$ cat src/core/bipcs_pkg.sv
package bipcs_pkg;
    // register offsets (byte addresses)
    localparam logic [7:0] PORT_CONTROL_STATUS_OFS = 8'h28;
    localparam logic [7:0] WRITE_STATUS_OFS = 8'h2c;
    localparam logic [7:0] FORCE_SETUP_OFS = 8'h30;
    localparam logic [7:0] LINK_STATUS_OFS = 8'h34;

    // port control field positions
    localparam int BURST_HOLD_ENABLE_BIT = 17;
    localparam int FORCE_BIT = 16;
    localparam int MULTICAST_EN_BIT = 15;
    localparam int BROADCAST_EN_BIT = 14;
    localparam int STOP_EN_BIT = 13;
    localparam int RESERVED_EN_BIT = 12;
    localparam int IDENT_EN_BIT = 11;
    localparam int INVALIDATE_EN_BIT = 10;
    localparam int WRITE_INVALIDATE_EN_BIT = 9;
    localparam int USER_CSR_EN_BIT = 8;
    localparam int CHIP_CSR_EN_BIT = 7;
    localparam int INTERRUPT_EN_BIT = 6;
    localparam int IP_INTERRUPT_EN_BIT = 5;
    localparam int PIPELINE_NEXT_EN_BIT = 4;
    localparam int RETRY_TIMEOUT_EN_BIT = 3;
    localparam logic [31:0] PORT_CONTROL_WRITE_MASK = 32'h0003_fff8;
    localparam logic [31:0] PORT_CONTROL_RESET = 32'h0000_0000;

    // force setup register fields
    localparam int FORCE_DEST_LSB = 0;
    localparam int FORCE_CMD_BIT = 16;
    localparam logic [15:0] FORCE_DEST_RESET = 16'h0000;

    // received command codes
    typedef enum logic [3:0] {
        BIPCS_CMD_NONE = 4'h0,
        BIPCS_CMD_READ = 4'h1,
        BIPCS_CMD_WRITE = 4'h2,
        BIPCS_CMD_STOP = 4'h3,
        BIPCS_CMD_RESERVED = 4'h4,
        BIPCS_CMD_BROADCAST = 4'h5,
        BIPCS_CMD_INVALIDATE = 4'h6,
        BIPCS_CMD_INTERRUPT = 4'h7,
        BIPCS_CMD_INTERPROCESSOR_INTERRUPT_CMD = 4'h8
    } bipcs_cmd_e;

    // select codes to the user port
    localparam logic [2:0] SELECT_NONE = 3'h0;
    localparam logic [2:0] SELECT_USER_CSR_READ = 3'h1;
    localparam logic [2:0] SELECT_USER_CSR_WRITE = 3'h2;
    localparam logic [2:0] SELECT_STOP = 3'h3;
    localparam logic [2:0] SELECT_RESERVED = 3'h4;

    // response codes
    localparam logic [1:0] RESP_NONE = 2'h0;
    localparam logic [1:0] RESP_ACK = 2'h1;
    localparam logic [1:0] RESP_NACK = 2'h2;

    // event code for failed forced command
    localparam logic [4:0] EVENT_NONE = 5'h00;
    localparam logic [4:0] FORCED_CMD_NACK_EVENT_CODE = 5'h1d;

    // force sequencer states
    typedef enum logic [2:0] {
        BIPCS_FS_IDLE = 3'b001,
        BIPCS_FS_ARB = 3'b010,
        BIPCS_FS_SEND = 3'b100
    } bipcs_force_e;
endpackage

$ cat src/core/bipcs_port_control.sv
// Contract
// - burst enable holds no-arb after next win
// - master abort clears burst state only
// - force bit sends forced command
// - force bit self-clears after transmission
// - failed force gives event and nack flag
// - broadcast and invalidate commands get nack
// - stop enable selects port on stop
// - reserved enable selects port on reserved
// - reserved commands nacked, even with the enable set
// - interrupt commands get nack
// - interprocessor interrupt commands ignored entirely
// - user csr enable selects on read/write
// - write status register has no effect
module bipcs_port_control
    import bipcs_pkg::*;
(
    // clock and reset
    input wire logic core_clk_in,
    input wire logic rstn_in,
    // register port
    input wire logic [7:0] reg_addr_in,
    input wire logic [31:0] reg_wdata_in,
    input wire logic reg_write_in,
    input wire logic reg_read_in,
    output logic [31:0] reg_rdata_out,
    // bus arbitration and transfer
    input wire logic arb_won_in,
    input wire logic port_master_abort_input_in,
    output logic no_arbitration_line_out,
    output logic force_arb_request_out,
    output logic force_cmd_valid_out,
    output logic force_cmd_is_stop_out,
    output logic [15:0] force_dest_out,
    input wire logic force_done_in,
    input wire logic force_fail_in,
    output logic [4:0] forced_cmd_nack_event_code_out,
    output logic multiresponder_nack_flag_out,
    // received commands
    input wire logic rx_cmd_valid_in,
    input wire logic [3:0] rx_cmd_in,
    input wire logic rx_to_this_node_in,
    input wire logic rx_user_csr_space_in,
    output logic port_select_out,
    output logic [2:0] select_code_out,
    output logic [1:0] response_out,
    // side enables
    output logic retry_timeout_event_enable_out,
    output logic chip_csr_enable_out
);

    // whole block state, registered in one place
    typedef struct packed {
        // software-visible register contents
        logic [31:0] ctrl;
        logic [15:0] force_dest;
        logic force_is_stop;
        logic multiresponder_nack_flag;

        // bus-side sequencing
        bipcs_force_e fstate;
        logic burst_active;
        logic force_req;
        logic force_valid;

        // one-cycle outputs, cleared every cycle by default
        logic [4:0] event_code;
        logic [31:0] rdata;
        logic sel;
        logic [2:0] sc;
        logic [1:0] resp;
    } bipcs_state_s;

    bipcs_state_s st;
    bipcs_state_s next_st;
    bipcs_cmd_e rx_cmd;
    logic rx_for_us;
    logic force_finish;

    // out-of-range codes fall to the decode default and get no answer
    assign rx_cmd = bipcs_cmd_e'(rx_cmd_in);

    // a command counts only when valid and aimed at this node
    assign rx_for_us = rx_cmd_valid_in && rx_to_this_node_in;

    // success and failure both close the forced transfer
    assign force_finish = force_done_in || force_fail_in;

    // next state: register port, burst hold, force sequencer, command decode
    always_comb begin
        // hold everything by default
        next_st = st;

        // pulse outputs fall back to idle every cycle
        next_st.event_code = EVENT_NONE;
        next_st.rdata = 32'h0000_0000;
        next_st.sel = 1'b0;
        next_st.sc = SELECT_NONE;
        next_st.resp = RESP_NONE;

        // register writes; write status space accepts and drops data
        if (reg_write_in) begin
            unique case (reg_addr_in)
                PORT_CONTROL_STATUS_OFS: begin
                    // spare bits are dropped here, so they always read zero
                    next_st.ctrl = reg_wdata_in & PORT_CONTROL_WRITE_MASK;
                end

                FORCE_SETUP_OFS: begin
                    // taken at the next force, so set this up first
                    next_st.force_dest = reg_wdata_in[FORCE_DEST_LSB +: 16];
                    next_st.force_is_stop = reg_wdata_in[FORCE_CMD_BIT];
                end

                LINK_STATUS_OFS: begin
                    // write one to clear; a same-cycle failure still sets below
                    if (reg_wdata_in[0]) begin
                        next_st.multiresponder_nack_flag = 1'b0;
                    end
                end

                default: begin
                    // write status and unmapped space swallow the data
                    next_st.ctrl = st.ctrl;
                end
            endcase
        end

        // read data stands one cycle after the strobe
        if (reg_read_in) begin
            unique case (reg_addr_in)
                PORT_CONTROL_STATUS_OFS: begin
                    next_st.rdata = st.ctrl & PORT_CONTROL_WRITE_MASK;
                end

                FORCE_SETUP_OFS: begin
                    // stop flag sits just above the destination
                    next_st.rdata = {15'h0000, st.force_is_stop, st.force_dest};
                end

                LINK_STATUS_OFS: begin
                    next_st.rdata = {29'h0000_0000, st.burst_active, st.force_req, st.multiresponder_nack_flag};
                end

                default: begin
                    // write status and unmapped space read as zero
                    next_st.rdata = 32'h0000_0000;
                end
            endcase
        end

        // burst hold: starts on a win, dropped by abort or clearing the enable
        if (!next_st.ctrl[BURST_HOLD_ENABLE_BIT]) begin
            // the new control value counts, so a clearing write ends it at once
            next_st.burst_active = 1'b0;
        end else if (port_master_abort_input_in) begin
            // only the hold drops; the enable bit stays for the next win
            next_st.burst_active = 1'b0;
        end else if (arb_won_in) begin
            // any win, forced or not, starts or keeps the hold
            next_st.burst_active = 1'b1;
        end

        // force sequencer: arbitrate, send, then self-clear the force bit
        unique case (st.fstate)
            BIPCS_FS_IDLE: begin
                // software sets the force bit; the sequencer clears it when done
                if (st.ctrl[FORCE_BIT]) begin
                    next_st.fstate = BIPCS_FS_ARB;
                    next_st.force_req = 1'b1;
                end
            end

            BIPCS_FS_ARB: begin
                // request stands until a won arbitration
                if (arb_won_in) begin
                    next_st.fstate = BIPCS_FS_SEND;
                    next_st.force_req = 1'b0;
                    next_st.force_valid = 1'b1;
                end
            end

            BIPCS_FS_SEND: begin
                // valid stands until the far side reports the outcome
                if (force_finish) begin
                    next_st.fstate = BIPCS_FS_IDLE;
                    next_st.force_valid = 1'b0;
                    next_st.ctrl[FORCE_BIT] = 1'b0;
                    if (force_fail_in) begin
                        // event code for one cycle, flag until software clears it
                        next_st.event_code = FORCED_CMD_NACK_EVENT_CODE;
                        next_st.multiresponder_nack_flag = 1'b1;
                    end
                end
            end

            default: begin
                // illegal code: back to idle without sending
                next_st.fstate = BIPCS_FS_IDLE;
                next_st.force_req = 1'b0;
                next_st.force_valid = 1'b0;
            end
        endcase

        // received command decode towards the user port
        if (rx_for_us) begin
            unique case (rx_cmd)
                BIPCS_CMD_STOP: begin
                    // with stop enable clear the command is left unanswered
                    if (st.ctrl[STOP_EN_BIT]) begin
                        next_st.sel = 1'b1;
                        next_st.sc = SELECT_STOP;
                        next_st.resp = RESP_ACK;
                    end
                end

                BIPCS_CMD_RESERVED: begin
                    // the select still fires but the bus answer stays nack
                    if (st.ctrl[RESERVED_EN_BIT]) begin
                        next_st.sel = 1'b1;
                        next_st.sc = SELECT_RESERVED;
                    end
                    next_st.resp = RESP_NACK;
                end

                BIPCS_CMD_READ, BIPCS_CMD_WRITE: begin
                    // outside user space or disabled: no select and no answer
                    if (st.ctrl[USER_CSR_EN_BIT] && rx_user_csr_space_in) begin
                        next_st.sel = 1'b1;
                        next_st.sc = (rx_cmd == BIPCS_CMD_READ) ? SELECT_USER_CSR_READ : SELECT_USER_CSR_WRITE;
                        next_st.resp = RESP_ACK;
                    end
                end

                BIPCS_CMD_BROADCAST, BIPCS_CMD_INVALIDATE: begin
                    // refused outright, whatever their enables hold
                    next_st.resp = RESP_NACK;
                end

                BIPCS_CMD_INTERRUPT: begin
                    next_st.resp = RESP_NACK;
                end

                BIPCS_CMD_INTERPROCESSOR_INTERRUPT_CMD: begin
                    // no select and no answer at all
                    next_st.resp = RESP_NONE;
                end

                default: begin
                    next_st.resp = RESP_NONE;
                end
            endcase
        end
    end

    // state register; every output is one of these flops
    always_ff @(posedge core_clk_in or negedge rstn_in) begin
        if (!rstn_in) begin
            // software-visible registers
            st.ctrl <= PORT_CONTROL_RESET;
            st.force_dest <= FORCE_DEST_RESET;
            st.force_is_stop <= 1'b0;
            st.multiresponder_nack_flag <= 1'b0;
            // sequencing
            st.fstate <= BIPCS_FS_IDLE;
            st.burst_active <= 1'b0;
            st.force_req <= 1'b0;
            st.force_valid <= 1'b0;
            // one-cycle outputs
            st.event_code <= EVENT_NONE;
            st.rdata <= 32'h0000_0000;
            st.sel <= 1'b0;
            st.sc <= SELECT_NONE;
            st.resp <= RESP_NONE;
        end else begin
            st <= next_st;
        end
    end

    // outputs straight from state flops
    assign reg_rdata_out = st.rdata;

    // burst hold and forced transfer towards the bus
    assign no_arbitration_line_out = st.burst_active;
    assign force_arb_request_out = st.force_req;
    assign force_cmd_valid_out = st.force_valid;
    assign force_cmd_is_stop_out = st.force_is_stop;
    assign force_dest_out = st.force_dest;

    // failure report: pulse code plus sticky flag
    assign forced_cmd_nack_event_code_out = st.event_code;
    assign multiresponder_nack_flag_out = st.multiresponder_nack_flag;

    // select and answer for received commands
    assign port_select_out = st.sel;
    assign select_code_out = st.sc;
    assign response_out = st.resp;

    // control bits used elsewhere in the chip
    assign retry_timeout_event_enable_out = st.ctrl[RETRY_TIMEOUT_EN_BIT];
    assign chip_csr_enable_out = st.ctrl[CHIP_CSR_EN_BIT];

endmodule

$ cat config.mk
export PLATFORM = sky130hd
export DESIGN_NAME = bipcs_port_control
export DESIGN_NICKNAME = d
export VERILOG_FILES = /design/src/core/bipcs_pkg.sv /design/src/core/bipcs_port_control.sv
export SDC_FILE = /design/constraint.sdc
export NUM_CORES = 1
export LEC_CHECK = 0
export BUFFER_PORTS_ARGS = -buffer_cell sky130_fd_sc_hd__buf_2
export CAP_MARGIN = 30
export CORE_MARGIN = 5
export CORE_UTILIZATION = 45
export CTS_BUF_LIST = sky130_fd_sc_hd__clkbuf_4
export DETAILED_ROUTE_END_ITERATION = 6
export PLACE_DENSITY = 0.74
export SLEW_MARGIN = 20
export SYNTH_ARGS = -nofsm -noshare
export SYNTH_HDL_FRONTEND = slang
export SYNTH_SLANG_ARGS = --single-unit
$ cat constraint.sdc
create_clock -name core_clk_in -period 3.9 [get_ports core_clk_in]
set_clock_uncertainty 0.1 [all_clocks]
set_input_delay 0.195 -clock core_clk_in [delete_from_list [all_inputs] [get_ports core_clk_in]]
set_output_delay 0.195 -clock core_clk_in [all_outputs]
set_load 0.005 [all_outputs]
==> results of run 1 <==
[power by group]
part | leakage (nW) | internal (mW) | switching (mW)
clock network | 0.0715 | 0.190 | 0.236
registers | 0.880 | 0.687 | 0.0220
logic | 0.985 | 0.0738 | 0.0685
[per-stage QoR]
step                power, mW  utilization [%]  setup WS (ns)  hold slack [ns]
finish                   1.28             55.6           1.75           0.0246
global route             1.34             55.6           1.69           0.0118
CTS                      1.29             55.6           1.80          0.00639
detailed placement      0.845             49.5           1.73            0.154
global placement        0.839             49.5           1.80            0.151
floorplan               0.790                -           2.07           -0.201
[state kept, by name, indices dropped and copies added (netlist names), 2 cells and up]
register and count:
reg_rdata_out 18, response_out 2, st 16, select_code_out 3
force_dest_out 16
[kinds of logic after synthesis]
| logic type | Yosys count | share of synthesized area (%) |
|---|---|---|
| compound gates | 34 | 6.20 |
| buf+inv | 72 | 16.0 |
| flops | 64 | 49.9 |
| mux | 33 | 12.4 |
| other cells | 1 | 0.117 |
| simple gates | 74 | 15.3 |
[metal layers]
metal | up-vias | wire length, um | track usage [%]
li1 | 1077 | - | -
met1 | 1106 | 3150 | 22.1
met2 | 73 | 3880 | 30.0
met3 | 9 | 344 | 3.35
met4 | 0 | 102 | 7.33
met5 | - | 0 | 0
[cells in the final DEF (no fill, tap or decap), types with 2 or more instances in the layout]
master and instances:
a21oi_1 21, and3_1 3, buf_2 91, buf_4 5, clkbuf_4 9, clkinv_2 3, conb_1 15, dfrtp_1 63
dlygate4sd3_1 29, inv_1 4, mux2_2 22, mux2_4 8, mux2i_1 2, nand2_1 5, nand3_1 29, nand3b_1 3
nand4_1 2, nand4b_1 9, nor2_1 7, nor2b_1 2, nor4b_4 3, o21ai_0 4
[critical path, stage by stage]
cell	delay, ns
dlygate4sd3_1	0.53
buf_2	0.13
nand3b_1	0.16
dlygate4sd3_1	0.58
a211oi_1	0.22
dlygate4sd3_1	0.57
[final cells by class]
| class | count | area share, % |
|---|---|---|
| Clock buffer | 9 | 1.77 |
| Sequential cell | 64 | 42.0 |
| Clock inverter | 6 | 1.60 |
| Tap cell | 96 | 3.14 |
| Timing Repair Buffer | 125 | 20.5 |
| Multi-Input combinational cell | 156 | 30.6 |
| Inverter | 4 | 0.393 |
[worst max-delay path by stage]
stage / end / startpoint / slack [ns]
detailed placement: reg_rdata_out[1]$_DFF_PN0_ / reg_addr_in[7] / 1.73
finish: select_code_out[1]$_DFF_PN0_ / rx_cmd_in[3] / 1.75
CTS: select_code_out[1]$_DFF_PN0_ / rx_cmd_in[3] / 1.80
global route: select_code_out[1]$_DFF_PN0_ / rx_cmd_in[3] / 1.69
global placement: chip_csr_enable_out$_DFFE_PN0P_ / reg_addr_in[2] / 1.80
floorplan: st[76]$_DFFE_PN0P_ / reg_addr_in[2] / 2.07
==> run summary, run 1 <==
* **outcome** completed
* **post-CTS setup buffer count** 0
* **most used flip-flop cell after synthesis** dfrtp_1
* **remaining global-route overflow** 0
* **number of synthesized register bits** 64
* **remaining routing DRC violations** 0
* **final hold viol count** 0
* **wire length of the first global-routing pass** 12.0 mm
* **Worst Min Path Start** reg_write_in
* **Multi-input gate area** 0.00117 mm^2
* **CTS tree** yes
* **top-area cell type share of the netlist area** 49.1%
* **total global routing track utilization** 17.7%
* **number of unique standard cell types used by synthesis** 45
* **final-layout fill cell count** 616
* **number of primary I/O pins** 121
* **post-synthesis average cell area** 11.5 um^2
* **minimum clock period after layout** 2.15 ns
* **number of endpoints failing setup at the final stage** 0
* **final critical-path share of the clock period** 55.2%
* **crit start category** input pin
* **DIE WIDTH** 94.5 um
* **total detailed-routing wirelength** 7.48 mm
* **worst hold path cell count** 3
* **via count of the first global-routing pass** 2358
* **Placed Instance Area** 0.00340 mm^2
* **leakage power** 1.94 nW
* **Core Footprint** 0.00687 mm^2
* **worst slew slack as a fraction of its limit** 38.5%
* **number of cells on the worst reg-to-reg path** 3
* **worst hold path endpoint** multiresponder_nack_flag_out$_DFF_PN0_
* **cells resized by post-CTS repair** 0
* **largest net degree at the start of global routing** 36
* **largest area contributor in the synthesized netlist** dfrtp_1
* **Final Cell Area** 0.00382 mm^2
* **timing-limited maximum frequency** 0.465 GHz
* **Register Area** 0.00160 mm^2
* **net count reported at finish** 415
* **first drt pass iteration count** 5
* **Die Footprint** 0.00892 mm^2
* **Antenna Violating Nets Remaining** 0
* **CP max FO** 2
* **Site Rows** 30
* **Worst Setup End Kind** flip-flop
* **count of buffers from port buffering** 91
* **RR Startpoint** st[47]$_DFFE_PN0P_
* **Clock Sink Count** 64
* **slew at the pin closest to its max-slew limit** 0.922 ns
* **via/cell ratio** 4.92
* **post-route insts no fill** 460
* **number of buffers inserted by hold repair at cts** 29
* **routed wire length per instance** 16.3 um
* **initial antenna violation count** 0
* **max-capacitance violation count** 0
* **clock buffers created by TritonCTS** 9
* **top post-synthesis cells by count** dfrtp_1 (63), buf_4 (59), nand3_1 (29), mux2_2 (22), a21oi_1 (21)
* **number of diodes added for antenna fixing** 0
* **initial detailed-routing violation count** 51
* **RSZ-0062 raised after global routing** false
* **clock buffer depth** 2
* **proportion of synthesized chip area in sequential cells** 49.9%
* **Die H** 94.5 um
* **Clk pin slew, worst setup/hold paths** 0.11 ns
* **Layout Area Growth over Synthesis** 19.0%
* **effective utilization at floorplan** 46.7%
* **worst setup path class** input pin to flip-flop
* **layout cells sized above 1** 41.8%
* **maximum vdd ir drop** 0.196 mV
* **RR Endpoint** st[48]$_DFFE_PN0P_
* **Placed Cells incl. Taps** 416
* **flop-to-flop setup slack** 1.87 ns
* **share of flip-flops with an asynchronous set or reset** 100%
* **type of the worst min-delay path** input pin to flip-flop
* **Yosys warning total** 0
* **Detail Placement HPWL** 4.99 mm
* **cells after synthesis** 278
* **top area cells in the synthesized netlist** dfrtp_1 (49%), buf_4 (14%), mux2_2 (7.7%)
* **root buffer cell** clkbuf_4
* **final max-slew violation count** 0
* **final weighted congestion of routability-driven global placement** 0.802
* **arrival time of the worst setup path** 2.39 ns
* **pwr dens** 334 mW/mm^2
* **number of H-tree levels** 3
* **Synth Cell Area** 0.00321 mm^2
* **number of synthesized flops with an enable pin** 0
* **required arrival time at the worst endpoint** 4.13 ns
* **Post-Route Setup TNS** 0 ns
* **detailed-route via count** 2265
* **cell with the most instances after synthesis** dfrtp_1
* **clock latency reported for the late side of the worst-skew pair** 0.40 ns
(Power assumes the default switching activity.)
==> inputs of run 2 (changes only) <==
Clock period 3.9 ns to 2 ns, I/O delays scaled along.
==> run summary, run 2 (synthesis results as in run 1) <==
* **Core Footprint** 0.00687 mm^2
* **final-layout fill cell count** 600
* **number of H-tree levels** 3
* **Placed Instance Area** 0.00343 mm^2
* **number of cells on the worst reg-to-reg path** 3
* **initial antenna violation count** 0
* **most common cell after layout, fill and taps aside** buf_2
* **final weighted congestion of routability-driven global placement** 0.831
* **number of diodes added for antenna fixing** 0
* **routed wire length per instance** 15.6 um
* **required arrival time at the worst endpoint** 2.17 ns
* **clock buffers created by TritonCTS** 9
* **post-route setup slack** 0.222 ns
* **RSZ-0062 raised after global routing** false
* **Detail Placement HPWL** 4.80 mm
* **most used cells in the layout excluding fill and tap cells** buf_2 (91), dfrtp_1 (63), dlygate4sd3_1 (35), nand3_1 (29), mux2_2 (22)
* **largest net degree at the start of global routing** 65
* **remaining global-route overflow** 0
* **slew at the pin closest to its max-slew limit** 0.912 ns
* **outcome** completed
* **detailed-route via count** 2325
* **timing-limited maximum frequency** 0.562 GHz
* **CP max FO** 16
* **combinational fraction of design power** 11.4%
* **remaining routing DRC violations** 0
* **design internal power** 1.88 mW
* **wire length of the first global-routing pass** 11.7 mm
* **minimum clock period after layout** 1.78 ns
* **maximum vdd ir drop** 0.299 mV
* **count of buffers from port buffering** 91
* **type of the worst min-delay path** input pin to flip-flop
* **worst setup path class** input pin to flip-flop
* **effective utilization at floorplan** 46.7%
* **leakage power** 1.98 nW
* **CTS tree** yes
* **Clock Sink Count** 64
* **worst hold path cell count** 4
* **final max-slew violation count** 0
* **Die Footprint** 0.00892 mm^2
* **Multi-input gate area** 0.00118 mm^2
* **net switching power of the design** 0.657 mW
* **root buffer cell** clkbuf_4
* **max-capacitance violation count** 0
* **proportion of power drawn by the clock network** 34.0%
* **tightest hold margin** 0.0374 ns
* **Sw Share** 25.9%
* **via count of the first global-routing pass** 2430
* **Largest register FFs** 18
* **Register Area** 0.00160 mm^2
* **Site Rows** 30
* **number of endpoints failing setup at the final stage** 0
* **Antenna Violating Nets Remaining** 0
* **Placed Cells incl. Taps** 417
* **crit start category** input pin
* **Post-Route Setup TNS** 0 ns
* **clock latency reported for the late side of the worst-skew pair** 0.38 ns
* **via/cell ratio** 4.97
* **Layout Area Growth over Synthesis** 22.5%
* **Die H** 94.5 um
* **final critical-path share of the clock period** 88.9%
* **final hold viol count** 0
* **pwr dens** 645 mW/mm^2
* **worst slack, placed** 0.282 ns
* **number of primary I/O pins** 121
* **first drt pass iteration count** 4
* **total global routing track utilization** 17.0%
* **layout cells sized above 1** 41.4%
* **post-route insts no fill** 468
* **initial detailed-routing violation count** 38
* **net count reported at finish** 422
* **worst slew slack as a fraction of its limit** 39.2%
* **sequential power share** 54.6%
* **Final Cell Area** 0.00393 mm^2
* **clock buffer depth** 2
* **total detailed-routing wirelength** 7.32 mm
* **DIE WIDTH** 94.5 um
* **arrival time of the worst setup path** 1.94 ns
* **Worst Setup End Kind** flip-flop
* **Clk pin slew, worst setup/hold paths** 0.11 ns
[run 2: power groups by stage]
stage	logic [mW]	registers [mW]	clock network (mW)
4_1_cts	0.293	1.38	0.892
6_report	0.290	1.38	0.862
5_1_grt	0.324	1.39	0.954
3_5_place_dp	0.241	1.41	0
2_1_floorplan	0.142	1.40	0
3_3_place_gp	0.235	1.40	0
[run 2: cell type report]
type | count | area share, %
multi-input combinational | 156 | 29.9
clock inverter | 7 | 1.85
tap | 96 | 3.06
timing repair buffer | 132 | 22.3
sequential | 64 | 40.8
inverter | 4 | 0.382
clock buffer | 9 | 1.72
[run 2: path summary, 6_finish.rpt]
path | slack (ns) | from | end
worst min-delay path | 0.04 | reg_addr_in[6] | reg_rdata_out[0]$_DFF_PN0_
worst max register to register | 0.33 | st[47]$_DFFE_PN0P_ | force_cmd_valid_out$_DFFE_PN0P_
worst min register to register | 0.42 | st[76]$_DFFE_PN0P_ | st[76]$_DFFE_PN0P_
min in group asynchronous | 0.13 | rstn_in | force_dest_out[6]$_DFFE_PN0P_
max in group asynchronous | 1.33 | rstn_in | st[46]$_DFFE_PN1P_
worst max-delay path | 0.22 | reg_addr_in[7] | st[75]$_DFFE_PN0P_
[run 2: per-stage QoR]
| stage | total power, mW | util, % |
|---|---|---|
| after floorplan | 1.54 | - |
| after global placement | 1.64 | 50.0 |
| after detailed placement | 1.65 | 50.0 |
| after CTS | 2.57 | 57.3 |
| after global routing | 2.67 | 57.2 |
| final | 2.53 | 57.2 |
[run 2: layer usage]
| layer | part of all wire [%] | global-route usage [%] | vias up | wire, um |
|---|---|---|---|---|
| li1 | - | - | 1097 | - |
| met1 | 41 | 20.7 | 1123 | 3010 |
| met2 | 51 | 29.3 | 90 | 3740 |
| met3 | 6.1 | 3.67 | 15 | 446 |
| met4 | 1.7 | 6.73 | 0 | 123 |
| met5 | 0 | 0 | - | 0 |
[run 2: what timing repair did]
action,in CTS,in global routing
buffers inserted,0,0
hold buffers,36,0
endpoints found under the setup margin,0,2
endpoints found under the hold margin,109,0
resized for setup,0,1
[run 2: critical path, stage by stage]
cell           delay (ns)
dlygate4sd3_1        0.53
buf_2                0.15
nor4b_4              0.34
and3_1               0.28
buf_12               0.19
mux2_2               0.35
==> inputs of run 3 (changes only) <==
Settings changed: ABC_AREA set to 1.
==> run summary, run 3 <==
* **post-route setup slack** 0.0777 ns
* **number of endpoints failing setup at the final stage** 0
* **cell with the most instances after synthesis** nand2_1
* **Total Power Consumption** 2.62 mW
* **Synth Cell Area** 0.00325 mm^2
* **outcome** completed
* **RSZ-0062 raised after global routing** false
* **effective utilization at floorplan** 45.6%
* **leakage power** 2.32 nW
* **top post-synthesis cells by count** nand2_1 (119), dfrtp_1 (63), buf_4 (59), inv_1 (30), nand3_1 (30)
* **slew at the pin closest to its max-slew limit** 0.540 ns
* **Clk pin slew, worst setup/hold paths** 0.11 ns
* **total global routing track utilization** 18.8%
* **number of unique standard cell types used by synthesis** 24
* **Yosys warning total** 0
* **Core Footprint** 0.00714 mm^2
* **layout cells sized above 1** 25.5%
* **total detailed-routing wirelength** 8.29 mm
* **Die Footprint** 0.00903 mm^2
* **Post-Route Setup TNS** 0 ns
* **detailed-route via count** 2834
* **minimum clock period after layout** 1.92 ns
* **arrival time of the worst setup path** 2.11 ns
* **remaining global-route overflow** 0
* **share of flip-flops with an asynchronous set or reset** 100%
* **final weighted congestion of routability-driven global placement** 0.833
* **most used flip-flop cell after synthesis** dfrtp_1
* **Layout Area Growth over Synthesis** 24.2%
* **net count reported at finish** 548
* **maximum vdd ir drop** 0.337 mV
* **top area cells in the synthesized netlist** dfrtp_1 (48%), nand2_1 (14%), buf_4 (14%)
* **top-area cell type share of the netlist area** 48.5%
* **number of synthesized flops with an enable pin** 0
* **CP max FO** 16
* **clock latency reported for the late side of the worst-skew pair** 0.39 ns
* **via/cell ratio** 4.75
* **first drt pass iteration count** 4
* **Worst path max stage delay** 0.54 ns
* **post-CTS setup buffer count** 0
* **Worst Setup End Kind** flip-flop
* **type of the worst min-delay path** input pin to asynchronous set/reset pin
* **CTS tree** yes
* **most common cell after layout, fill and taps aside** nand2_1
* **proportion of synthesized chip area in sequential cells** 49.3%
* **timing-limited maximum frequency** 0.520 GHz
* **number of H-tree levels** 3
* **clock buffer depth** 2
* **Detail Placement HPWL** 5.32 mm
* **largest net degree at the start of global routing** 44
* **via count of the first global-routing pass** 2813
* **ordered list of cells on the worst path** dlygate4sd3_1 > buf_2 > nor2_1 > nand2_1 > nor2_4 > buf_6 > nand3b_1 > nand2_1 > nor2_1 > dlygate4sd3_1
* **wire length of the first global-routing pass** 13.0 mm
* **root buffer cell** clkbuf_4
* **initial antenna violation count** 0
* **final critical-path share of the clock period** 96.1%
* **max-capacitance violation count** 0
* **routed wire length per instance** 13.9 um
* **crit start category** input pin
* **pwr dens** 647 mW/mm^2
* **worst setup path class** input pin to flip-flop
* **most used cells in the layout excluding fill and tap cells** nand2_1 (119), buf_2 (91), dfrtp_1 (63), dlygate4sd3_1 (43)
* **required arrival time at the worst endpoint** 2.19 ns
* **Clock Sink Count** 64
* **Die H** 95.0 um
* **worst slew slack as a fraction of its limit** 64.0%
* **Site Rows** 31
* **Antenna Violating Nets Remaining** 0
* **final hold viol count** 0
* **post-synthesis average cell area** 8.26 um^2
* **Largest register FFs** 18
* **DIE WIDTH** 95.0 um
* **clock buffers created by TritonCTS** 9
* **final max-slew violation count** 0
* **slowest library cell on the worst path** dlygate4sd3_1
* **worst slack, placed** 0.433 ns
* **number of synthesized register bits** 64
* **remaining routing DRC violations** 0
* **number of primary I/O pins** 121
* **initial detailed-routing violation count** 125
* **largest area contributor in the synthesized netlist** dfrtp_1
* **count of buffers from port buffering** 91
* **number of diodes added for antenna fixing** 0
* **cells after synthesis** 394
run 3: where the power goes:
group	switching (mW)	leakage [nW]	internal [mW]
Sequential	0.0491	0.875	1.36
Combinational	0.184	1.39	0.161
Clock	0.488	0.0618	0.378
Total	0.721	2.32	1.89
run 3: area by class of cell:
cell class | count | area (um^2)
Fill cell | 646 | 3100
Sequential cell | 64 | 1600
Multi-Input combinational cell | 244 | 1100
Timing Repair Buffer | 139 | 945
Inverter | 35 | 131
Tap cell | 99 | 124
Clock inverter | 7 | 72.6
Clock buffer | 9 | 67.6
run 3: worst paths after layout:
check	start	endpoint	slack, ns	cells after the start
worst max-delay path	reg_addr_in[2]	no_arbitration_line_out$_DFFE_PN0P_	0.08	10
worst min-delay path	rstn_in	force_cmd_valid_out$_DFFE_PN0P_	0.11	2
worst max register to register	no_arbitration_line_out$_DFFE_PN0P_	no_arbitration_line_out$_DFFE_PN0P_	0.11	4
worst min register to register	force_cmd_valid_out$_DFFE_PN0P_	force_cmd_valid_out$_DFFE_PN0P_	0.39	2
max in group asynchronous	rstn_in	st[46]$_DFFE_PN1P_	1.02	3
min in group core_clk_in	reg_addr_in[6]	reg_rdata_out[14]$_DFF_PN0_	0.14	8
run 3: worst max-delay path, delay by kind of cell:
kind / cells / cell delay (ns)
buffers and inverters: 4 / 1.42
AND/OR/NAND/NOR: 6 / 0.59
run 3: kinds of logic (layout without fill, tap and decap cells):
family                 after synthesis  in the layout  share of synthesized area [%]
AOI/OAI and AO/OA                   34             34                           5.31
buffers and inverters              100            190                           18.9
DFF                                 64             64                           49.3
other                                1             15                          0.115
and+or+nand+nor                    195            195                           26.4
run 3: layer usage:
metal / up-vias / track usage [%] / part of all wire [%]
li1: 1359 / - / -
met1: 1334 / 22.6 / 40
met2: 115 / 31.8 / 50
met3: 26 / 3.63 / 6.7
met4: 0 / 10.3 / 3.5
met5: - / 0 / 0
run 3: metrics by stage:
stage / instance area (um^2) / std cells / utilization, % / hold slack, ns
after floorplan: 3310 / 408 / - / -0.296
after CTS: 4040 / 599 / 56.7 / 0.0862
after detailed placement: 3440 / 537 / 48.2 / 0.00700
final: 4040 / 597 / 56.6 / 0.109
after global placement: 3440 / 537 / 48.2 / 0.00527
after global routing: 4040 / 597 / 56.6 / 0.140
run 3: what timing repair did:
item                                   CTS  global route
gates resized for setup                  0             5
hold buffers                            46             0
setup endpoints to repair                0             3
endpoints found under the hold margin  118             0
